==> config.mk <==
export PLATFORM = sky130hd
export DESIGN_NAME = peripheral_ident_and_control
export DESIGN_NICKNAME = d
export VERILOG_FILES = /design/src/rtl/ident_ctrl_pkg.sv /design/src/rtl/level_sync.sv /design/src/rtl/peripheral_ident_and_control.sv
export VERILOG_INCLUDE_DIRS = /design/src /design/src/rtl
export SDC_FILE = /design/constraint.sdc
export NUM_CORES = 1
export LEC_CHECK = 0
export BUFFER_PORTS_ARGS = -buffer_cell sky130_fd_sc_hd__buf_2
export CAP_MARGIN = 20
export CORE_MARGIN = 3
export CORE_UTILIZATION = 30
export DETAILED_ROUTE_END_ITERATION = 12
export PLACE_DENSITY = 0.75
export SETUP_SLACK_MARGIN = 0.1
export SYNTH_ARGS = -nofsm -noshare
export SYNTH_HDL_FRONTEND = slang
export SYNTH_HIERARCHICAL = 1
export SYNTH_SLANG_ARGS = --single-unit
==> constraint.sdc <==
create_clock -name i_clock -period 1.3 [get_ports i_clock]
set_input_delay 0.26 -clock i_clock [delete_from_list [all_inputs] [get_ports i_clock]]
set_output_delay 0.26 -clock i_clock [all_outputs]
set_load 0.005 [all_outputs]
==> src/rtl/ident_ctrl_cfg.svh <==
// offsets, field positions, reset values and timing for the ident/control bank
`ifndef IDENT_CTRL_CFG_SVH
`define IDENT_CTRL_CFG_SVH
`define ADDR_W 8
`define OFS_IDENT 8'h00
`define OFS_CTRL 8'h04
`define OFS_HALT_STAT 8'h08
`define ID_FORMAT_VAL 2'h1
`define ID_FORMAT_HI 31
`define ID_FORMAT_LO 30
`define ID_CLASS_HI 27
`define ID_CLASS_LO 16
`define ID_DREV_HI 15
`define ID_DREV_LO 11
`define ID_MAJOR_HI 10
`define ID_MAJOR_LO 8
`define ID_CUSTOM_HI 7
`define ID_CUSTOM_LO 6
`define ID_MINOR_HI 5
`define ID_MINOR_LO 0
`define CTRL_RUN_THROUGH_BIT 0
`define CTRL_GRACEFUL_BIT 1
`define CTRL_FLOW_GATE_BIT 2
`define CTRL_WIDTH 3
`define CTRL_RESET 3'h1
`define SUSP_SYNC_STAGES 2
`endif

==> src/rtl/ident_ctrl_pkg.sv <==
// types shared by the ident/control bank
package ident_ctrl_pkg;
  typedef logic [31:0] word_t;
  typedef enum logic [2:0] {
    ST_RUN = 3'h1,
    ST_DRAIN = 3'h2,
    ST_HALTED = 3'h4
  } halt_state_e;
endpackage : ident_ctrl_pkg

==> src/rtl/level_sync.sv <==
// two-flop synchroniser for asynchronous level inputs
`timescale 1ns/1ps
module level_sync (
  input wire logic i_clock, // system clock
  input wire logic i_arst_n, // async reset, active low
  input wire logic i_level, // asynchronous level
  output logic o_level // synchronised level
);
  logic meta_r;
  // first stage feeds only the second
  always_ff @(posedge i_clock or negedge i_arst_n) begin
    if (!i_arst_n) begin
      meta_r <= 1'b0;
      o_level <= 1'b0;
    end else begin
      meta_r <= i_level;
      o_level <= meta_r;
    end
  end
endmodule : level_sync

==> src/rtl/peripheral_ident_and_control.sv <==
// identification and control register bank with emulation-suspend gating
//
// The plain strobed port is this design's own decision.
`timescale 1ns/1ps
`include "ident_ctrl_cfg.svh"
module peripheral_ident_and_control #(
  parameter logic [11:0] FUNCTIONAL_CLASS = 12'h123, // arbitrary value
  parameter logic [4:0] DESIGN_REVISION = 5'h01, // arbitrary value
  parameter logic [2:0] MAJOR_REV = 3'h1, // arbitrary value
  parameter logic [1:0] CUSTOM_REV = 2'h0, // arbitrary value
  parameter logic [5:0] MINOR_REV = 6'h01 // arbitrary value
) (
  input wire logic i_clock, // 20 MHz clock
  input wire logic i_arst_n, // async reset, active low
  input wire logic [`ADDR_W-1:0] i_addr, // register byte address
  input wire ident_ctrl_pkg::word_t i_wdata, // write data
  input wire logic i_wr, // write strobe
  input wire logic i_rd, // read strobe
  output ident_ctrl_pkg::word_t o_rdata, // read data, cycle after strobe
  input wire logic i_emu_suspend, // emulation suspend pin, async
  input wire logic i_tx_req, // logical layer wants to start a transmit
  input wire logic i_tx_busy, // a transmit transfer is in progress
  input wire logic i_rx_req, // incoming request at logical layer
  input wire logic i_rx_busy, // an incoming transfer is in progress
  output logic o_tx_start, // transmit start granted
  output logic o_rx_accept, // incoming request accepted
  output logic o_rx_refuse, // incoming request refused
  output logic o_flow_enable, // flow gate state
  output logic o_halted // suspend fully honoured
);
  import ident_ctrl_pkg::*;

  // register map, byte offsets on the host register port:
  //   0x00 identification word, constant, writes dropped
  //   0x04 control word, three live bits, the rest read zero
  //   0x08 halt status, one-hot sequencer state, read only
  //   anything else reads zero and ignores writes
  // control bits:
  //   bit 0 run-through: suspend pin ignored while set, resets set
  //   bit 1 graceful-halt: selects soft stop when set
  //   bit 2 flow gate: logical layer traffic allowed when set, resets clear
  // the bank never stalls the host; every access finishes in one cycle,
  // which keeps the host side free of any wait logic.
  // the halt sequencer only blocks new starts; it never cuts a transfer
  // short, so a long transfer simply stretches the drain phase.

  logic [`CTRL_WIDTH-1:0] ctrl_r;
  halt_state_e halt_r;
  halt_state_e halt_nxt;
  word_t rdata_nxt;
  logic susp_sync;
  logic susp_active;
  logic busy;
  logic start_ok;
  word_t ident_word;

  // decode of a register address, used for reads and writes
  function automatic logic hit(input logic [`ADDR_W-1:0] a, input logic [`ADDR_W-1:0] ofs);
    hit = (a == ofs);
  endfunction : hit

  // constant identification word
  always_comb begin
    ident_word = '0;
    ident_word[`ID_FORMAT_HI:`ID_FORMAT_LO] = `ID_FORMAT_VAL;
    ident_word[`ID_CLASS_HI:`ID_CLASS_LO] = FUNCTIONAL_CLASS;
    ident_word[`ID_DREV_HI:`ID_DREV_LO] = DESIGN_REVISION;
    ident_word[`ID_MAJOR_HI:`ID_MAJOR_LO] = MAJOR_REV;
    ident_word[`ID_CUSTOM_HI:`ID_CUSTOM_LO] = CUSTOM_REV;
    ident_word[`ID_MINOR_HI:`ID_MINOR_LO] = MINOR_REV;
  end

  // suspend pin is asynchronous, so synchronise before use
  level_sync u_susp_sync (
    .i_clock(i_clock),
    .i_arst_n(i_arst_n),
    .i_level(i_emu_suspend),
    .o_level(susp_sync)
  );

  // control register; only the three low bits exist
  always_ff @(posedge i_clock or negedge i_arst_n) begin
    if (!i_arst_n) begin
      ctrl_r <= `CTRL_RESET;
    end else if (i_wr && hit(i_addr, `OFS_CTRL)) begin
      ctrl_r <= i_wdata[`CTRL_WIDTH-1:0];
    end
  end

  // read mux; writes to the ident word fall through harmlessly
  always_comb begin
    rdata_nxt = '0;
    if (i_rd) begin
      if (hit(i_addr, `OFS_IDENT)) begin
        rdata_nxt = ident_word;
      end else if (hit(i_addr, `OFS_CTRL)) begin
        rdata_nxt = {29'h0, ctrl_r};
      end else if (hit(i_addr, `OFS_HALT_STAT)) begin
        rdata_nxt = {29'h0, halt_r};
      end
    end
  end

  // read data stands only in the cycle after the strobe
  always_ff @(posedge i_clock or negedge i_arst_n) begin
    if (!i_arst_n) begin
      o_rdata <= '0;
    end else begin
      o_rdata <= rdata_nxt;
    end
  end

  // suspend counts only with run-through clear
  // hard stop is unsupported, so graceful-halt 0 is treated as soft stop too
  assign susp_active = susp_sync && !ctrl_r[`CTRL_RUN_THROUGH_BIT];
  assign busy = i_tx_busy || i_rx_busy;

  // halt sequencing: drain running work then hold
  always_comb begin
    case (halt_r)
      ST_RUN: halt_nxt = susp_active ? (busy ? ST_DRAIN : ST_HALTED) : ST_RUN;
      ST_DRAIN: begin
        if (!susp_active) begin
          halt_nxt = ST_RUN;
        end else if (!busy) begin
          halt_nxt = ST_HALTED;
        end else begin
          halt_nxt = ST_DRAIN;
        end
      end
      ST_HALTED: halt_nxt = susp_active ? ST_HALTED : ST_RUN;
      default: halt_nxt = ST_RUN;
    endcase
  end

  always_ff @(posedge i_clock or negedge i_arst_n) begin
    if (!i_arst_n) begin
      halt_r <= ST_RUN;
    end else begin
      halt_r <= halt_nxt;
    end
  end

  // new starts need the flow gate and no suspend in force
  assign start_ok = ctrl_r[`CTRL_FLOW_GATE_BIT] && !susp_active && (halt_r == ST_RUN);
  assign o_tx_start = i_tx_req && start_ok;
  assign o_rx_accept = i_rx_req && start_ok;
  assign o_rx_refuse = i_rx_req && !start_ok;
  assign o_flow_enable = ctrl_r[`CTRL_FLOW_GATE_BIT];
  assign o_halted = (halt_r == ST_HALTED);

  chk_gate_blocks_tx: assert property (@(posedge i_clock) disable iff (!i_arst_n)
    !ctrl_r[`CTRL_FLOW_GATE_BIT] |-> !o_tx_start)
    else $error("transmit started with flow gate clear");

  chk_gate_refuses_rx: assert property (@(posedge i_clock) disable iff (!i_arst_n)
    (i_rx_req && !ctrl_r[`CTRL_FLOW_GATE_BIT]) |-> (o_rx_refuse && !o_rx_accept))
    else $error("request not refused with flow gate clear");

  chk_gate_write_one: assert property (@(posedge i_clock) disable iff (!i_arst_n)
    (i_wr && i_addr == `OFS_CTRL && i_wdata[`CTRL_FLOW_GATE_BIT]) |=> o_flow_enable)
    else $error("flow gate did not set on write");

  chk_ident_constant: assert property (@(posedge i_clock) disable iff (!i_arst_n)
    (i_rd && i_addr == `OFS_IDENT) |=> (o_rdata == ident_word))
    else $error("ident word read differs from constant");

  chk_ident_format: assert property (@(posedge i_clock) disable iff (!i_arst_n)
    (i_rd && i_addr == `OFS_IDENT) |=> (o_rdata[31:30] == 2'h1 && o_rdata[29:28] == 2'h0))
    else $error("format field wrong");

  chk_ctrl_upper_zero: assert property (@(posedge i_clock) disable iff (!i_arst_n)
    (i_rd && i_addr == `OFS_CTRL) |=> (o_rdata[31:3] == 29'h0))
    else $error("control upper bits not zero");

  chk_free_ignores: assert property (@(posedge i_clock) disable iff (!i_arst_n)
    ctrl_r[`CTRL_RUN_THROUGH_BIT] |=> !o_halted || !$past(ctrl_r[`CTRL_RUN_THROUGH_BIT]))
    else $error("halted while run-through set");

  chk_soft_drains: assert property (@(posedge i_clock) disable iff (!i_arst_n)
    (susp_active && busy && halt_r == ST_DRAIN) |=> !o_halted)
    else $error("halted before transfers finished");

  chk_suspend_halts: assert property (@(posedge i_clock) disable iff (!i_arst_n)
    (susp_active && !busy)[*2] |-> o_halted)
    else $error("idle suspend did not halt");

  // read data returns to zero in every cycle that follows no read
  chk_rdata_idle_zero: assert property (@(posedge i_clock) disable iff (!i_arst_n)
    !i_rd |=> (o_rdata == 32'h0))
    else $error("read data not zero outside read");

  // class field carries the configured value
  chk_ident_class: assert property (@(posedge i_clock) disable iff (!i_arst_n)
    (i_rd && i_addr == `OFS_IDENT) |=> (o_rdata[27:16] == FUNCTIONAL_CLASS))
    else $error("class field wrong");

  // revision fields sit in their documented order
  chk_ident_revs: assert property (@(posedge i_clock) disable iff (!i_arst_n)
    (i_rd && i_addr == `OFS_IDENT) |=>
      (o_rdata[15:0] == {DESIGN_REVISION, MAJOR_REV, CUSTOM_REV, MINOR_REV}))
    else $error("revision fields wrong");

  // a control read returns the live bits as they stood at the strobe
  chk_ctrl_readback: assert property (@(posedge i_clock) disable iff (!i_arst_n)
    (i_rd && i_addr == `OFS_CTRL) |=> (o_rdata[2:0] == $past(ctrl_r)))
    else $error("control read back wrong");

  // control word moves only on a write to its own offset
  chk_ctrl_holds: assert property (@(posedge i_clock) disable iff (!i_arst_n)
    !(i_wr && i_addr == `OFS_CTRL) |=> $stable(ctrl_r))
    else $error("control changed without a write");

  // a control write keeps exactly the three live bits
  chk_ctrl_write_takes: assert property (@(posedge i_clock) disable iff (!i_arst_n)
    (i_wr && i_addr == `OFS_CTRL) |=> (ctrl_r == $past(i_wdata[2:0])))
    else $error("control write not taken");

  // writing zero to the gate closes it again
  chk_gate_write_zero: assert property (@(posedge i_clock) disable iff (!i_arst_n)
    (i_wr && i_addr == `OFS_CTRL && !i_wdata[`CTRL_FLOW_GATE_BIT]) |=> !o_flow_enable)
    else $error("flow gate did not clear on write");

  // closed gate never accepts an incoming request
  chk_gate_blocks_accept: assert property (@(posedge i_clock) disable iff (!i_arst_n)
    !ctrl_r[`CTRL_FLOW_GATE_BIT] |-> !o_rx_accept)
    else $error("request accepted with flow gate clear");

  // open gate with no suspend handles requests normally
  chk_gate_open_accepts: assert property (@(posedge i_clock) disable iff (!i_arst_n)
    (ctrl_r[`CTRL_FLOW_GATE_BIT] && !susp_active && halt_r == ST_RUN && i_rx_req) |->
      (o_rx_accept && !o_rx_refuse))
    else $error("request not accepted with gate open");

  // open gate with no suspend lets transmits start
  chk_open_starts_tx: assert property (@(posedge i_clock) disable iff (!i_arst_n)
    (ctrl_r[`CTRL_FLOW_GATE_BIT] && !susp_active && halt_r == ST_RUN && i_tx_req) |->
      o_tx_start)
    else $error("transmit withheld with gate open");

  // a start is only ever granted against a request
  chk_tx_needs_req: assert property (@(posedge i_clock) disable iff (!i_arst_n)
    o_tx_start |-> i_tx_req)
    else $error("transmit start without request");

  // no answer comes unasked, and accept and refuse never come together
  chk_rx_exclusive: assert property (@(posedge i_clock) disable iff (!i_arst_n)
    (o_rx_accept || o_rx_refuse) |-> (i_rx_req && (o_rx_accept != o_rx_refuse)))
    else $error("accept and refuse not exclusive");

  // draining or halted: no new work of either kind
  chk_halt_blocks_starts: assert property (@(posedge i_clock) disable iff (!i_arst_n)
    (halt_r != ST_RUN) |-> (!o_tx_start && !o_rx_accept))
    else $error("new start while draining or halted");

  // a suspend in force blocks new starts at once
  chk_suspend_blocks: assert property (@(posedge i_clock) disable iff (!i_arst_n)
    susp_active |-> (!o_tx_start && !o_rx_accept))
    else $error("new start while suspend in force");

  // run-through set masks the pin completely
  chk_free_no_suspend: assert property (@(posedge i_clock) disable iff (!i_arst_n)
    ctrl_r[`CTRL_RUN_THROUGH_BIT] |-> !susp_active)
    else $error("suspend seen with run-through set");

  // release of the suspend returns to normal work after one cycle
  chk_release_resumes: assert property (@(posedge i_clock) disable iff (!i_arst_n)
    (!susp_active && halt_r != ST_RUN) |=> (halt_r == ST_RUN))
    else $error("did not resume after release");

  // drain holds while transfers remain in flight
  chk_drain_waits: assert property (@(posedge i_clock) disable iff (!i_arst_n)
    (halt_r == ST_DRAIN && busy && susp_active) |=> (halt_r == ST_DRAIN))
    else $error("drain left with transfers in flight");

  // graceful-halt clear still stops softly, since hard stop is absent
  chk_hard_as_soft: assert property (@(posedge i_clock) disable iff (!i_arst_n)
    (susp_active && !ctrl_r[`CTRL_GRACEFUL_BIT] && !busy && halt_r != ST_RUN) |=> o_halted)
    else $error("graceful-halt clear did not stop softly");

  // halt is only reached through a suspend in force
  chk_halt_needs_suspend: assert property (@(posedge i_clock) disable iff (!i_arst_n)
    o_halted |-> $past(susp_active))
    else $error("halted without suspend");

  // sequencer state stays one-hot
  chk_state_onehot: assert property (@(posedge i_clock) disable iff (!i_arst_n)
    $onehot(halt_r))
    else $error("halt state not one-hot");

  // status read shows the sequencer state at the strobe
  chk_halt_stat_read: assert property (@(posedge i_clock) disable iff (!i_arst_n)
    (i_rd && i_addr == `OFS_HALT_STAT) |=> (o_rdata == {29'h0, $past(halt_r)}))
    else $error("halt status read wrong");

  // holes in the map read zero
  chk_unmapped_zero: assert property (@(posedge i_clock) disable iff (!i_arst_n)
    (i_rd && i_addr != `OFS_IDENT && i_addr != `OFS_CTRL && i_addr != `OFS_HALT_STAT) |=>
      (o_rdata == 32'h0))
    else $error("unmapped read not zero");

  // every reserved control bit, one at a time, so a single stuck bit is named
  for (genvar b = `CTRL_WIDTH; b < 32; b++) begin : g_rsvd
    chk_rsvd_bit: assert property (@(posedge i_clock) disable iff (!i_arst_n)
      (i_rd && i_addr == `OFS_CTRL) |=> !o_rdata[b])
      else $error("reserved control bit set");
  end
endmodule : peripheral_ident_and_control

==> results.tsv <==
metric	value	unit
run_status	finished with violations	
violations	negative setup slack	
design.die.area	3220	um^2
startpoint	halt_r[0]$_DFF_PN1_	
top_usage_layer	met2	
drc	0	
fin_ws	-0.314	ns
min_to	u_susp_sync/meta_r$_DFF_PN0_	
use_met1	9.19	%
r2r_cells	4	
stdcell_area	1020	um^2
crit_fanout	3	
drt-pass1-iter-count	4	
powerDensity	968	nW/um^2
num_antenna_cells	0	
hold_viol_final	0	
p_comb_share	28.1	%
synthCells	79	
finalSetupTns	-1.01	ns
drt_iter0_markers	3	
cts_tree	done	
cp_data_required_time	1.04	ns
cts_max_path_buffers	2	
min_path_cells	1	
die_y	56.8	um
critPathMaxStageDelay	0.53	ns
drive_above_1_share	48.7	%
syn_area	773	um^2
fin_util	44.1	%
slew_violations	0	
post-route-period-util	124	%
cts_root_buf	clkbuf_4	
antenna_found_initial	0	
placed_area	903	um^2
grt_max_degree	13	
r2r-start	halt_r[0]$_DFF_PN1_	
yosys_warnings	6	
fmax	620	MHz
synth.area.top_cells	dfrtp_1, buf_4, dfstp_2	
drt-total-wl	1490	um
finalClockSkew	0.00188	ns
htree_levels	1	
start_util	33.4	%
grt_use_total	8.93	%
syn_avg_cell_area	9.79	um^2
finalSetupViolations	4	
r2r-end	halt_r[2]$_DFF_PN0_	
cts_buffers	3	
grt_pass1_vias	559	
post-route-min-period	1.61	ns
peakVddDrop	0.000565	V
power.net_switching	272	uW
p_leak	0.569	nW
clockPowerShare	29.0	%
filler_cell_count	233	
postRouteAntennaNets	0	
vias	609	
hold_start	i_emu_suspend	
cts.clk_slew.worst_paths	0.07	ns
cap_viol_max_count	0	
seqPwrFrac	42.9	%
syn2layout_area_growth	32.4	%
use_met2	16.7	%
hold_slack	0.101	ns
grt_overflow	0	
clk_latency	0.26	ns
final_nets	169	
ys_seq_area_share	39.2	%
std_cell_rows	17	
cp.arrival	1.35	ns
grt_pass1_wl	2260	um
port_buffers	34	
wire_per_inst	10.2	um
path_class	reg -> out	
place_hpwl	1250	um
r2r_setup_slack	0.11	ns
io_pins	86	
critPathSlowestCell	dfstp_2	
swShare	27.4	%
die_width	56.8	um
end_kind	output pin	
grt_use_met3	2.99	%
hp-class	in -> reg	
synth_top_area_share	32.4	%
critical_path.cell_chain	nor3b_4, nand3_2, nor2_1, buf_2	
coreArea	2320	um^2
clock_sinks	12	
dp_slack	-0.0555	ns
rsz0062_at_grt	true	
yosysUniqueCellTypes	24	
gp_congestion	0.737	
yosysTopAreaCell	dfrtp_1	
p_int	719	uW
critPathLaunchType	flip-flop	
synth-seq-cells	12	
drt-vias-per-instance	4.14	
[worst max path at each step]
stage                     cells after the start  slack, ns          end
after global routing                          4      -0.44   o_tx_start
after global placement                        4     -0.002  o_rx_accept
final                                         4      -0.31  o_rx_accept
after detailed placement                      4      -0.06  o_rx_accept
after floorplan                               3       0.04  o_rx_accept
after CTS                                     4      -0.35  o_rx_accept
[power groups by stage]
stage | clock (mW) | sequential (mW) | combinational, mW
after floorplan | 0 | 0.439 | 0.151
after global placement | 0 | 0.430 | 0.214
after detailed placement | 0 | 0.432 | 0.222
after CTS | 0.301 | 0.424 | 0.234
after global routing | 0.323 | 0.430 | 0.305
final | 0.287 | 0.425 | 0.279
[routing by layer]
metal	vias up	wire length (um)	part of all wire (%)
met5	-	0	0
met2	42	776	52
met4	0	0	0
li1	292	-	-
met1	275	544	36
met3	0	173	12
[kinds of logic after synthesis]
group | share of synthesized area, %
buffers and inverters | 28.6
muxes | 4.37
DFF | 39.2
AOI/OAI and AO/OA | 6.96
and+or+nand+nor | 18.1
xor gates and xnor gates | 2.27
other | 0.485
[cell usage after synthesis]
cell	n
a22oi_1	2
xnor2_1	2
nor2b_1	3
nor4_4	1
dfstp_2	2
nor4b_1	1
nand2_1	1
nand3_1	2
nand4_2	1
and2b_1	1
a21oi_1	2
nor2_1	7
inv_1	3
buf_4	28
a21o_1	1
nor4_1	1
o21bai_1	2
nor3_1	1
a31oi_1	1
conb_1	1
dfrtp_1	10
nor3b_1	1
mux2_1	3
nand2b_1	2
[cells in the final DEF (no fill, tap or decap), types with 2 or more instances in the layout]
| cell type | Yosys | layout |
|---|---|---|
| buf_2 | 0 | 34 |
| conb_1 | 1 | 22 |
| dfrtp_1 | 10 | 10 |
| nor2_1 | 7 | 7 |
| buf_4 | 28 | 6 |
| inv_1 | 3 | 3 |
| mux2_1 | 3 | 3 |
| clkbuf_4 | 0 | 3 |
| nand2b_1 | 2 | 2 |
| nor4_4 | 1 | 2 |
| nor2b_1 | 3 | 2 |
| a22oi_1 | 2 | 2 |
| o21bai_1 | 2 | 2 |
| dfstp_2 | 2 | 2 |
| buf_6 | 0 | 2 |
[sequential cells by signal, indices dropped and copies added (netlist names)]
name	flops
o_rdata	4
u_susp_sync/o_level	1
halt_r	3
ctrl_r	3
u_susp_sync/meta_r	1
[final cells by class]
cell class,instances,area [um^2],area share (%)
Multi-Input combinational cell,57,390,38.1
Sequential cell,12,303,29.6
Timing Repair Buffer,43,248,24.2
Clock buffer,4,36.3,3.55
Tap cell,28,35.0,3.42
Inverter,3,11.3,1.10
[critical path, delay by kind of cell, from the launching register on]
kind                   cells  cell delay (ns)
DFF                        1             0.53
and+or+nand+nor            3             0.44
buffers and inverters      1             0.11
[metrics by stage]
| stage | instances | power (mW) |
|---|---|---|
| 2_1_floorplan | 100 | 0.590 |
| 3_3_place_gp | 140 | 0.644 |
| 3_5_place_dp | 140 | 0.654 |
| 4_1_cts | 146 | 0.959 |
| 5_1_grt | 147 | 1.06 |
| 6_report | 147 | 0.991 |
[what timing repair did]
item / in CTS / in global routing
setup endpoints to repair: 4 / 5
setup buffers: 1 / 1
resized for setup: 1 / 10
hold buffers: 1 / 0
pin swaps: 1 / 7
endpoints found under the hold margin: 10 / 0
Power figures use the tool's default switching activity.
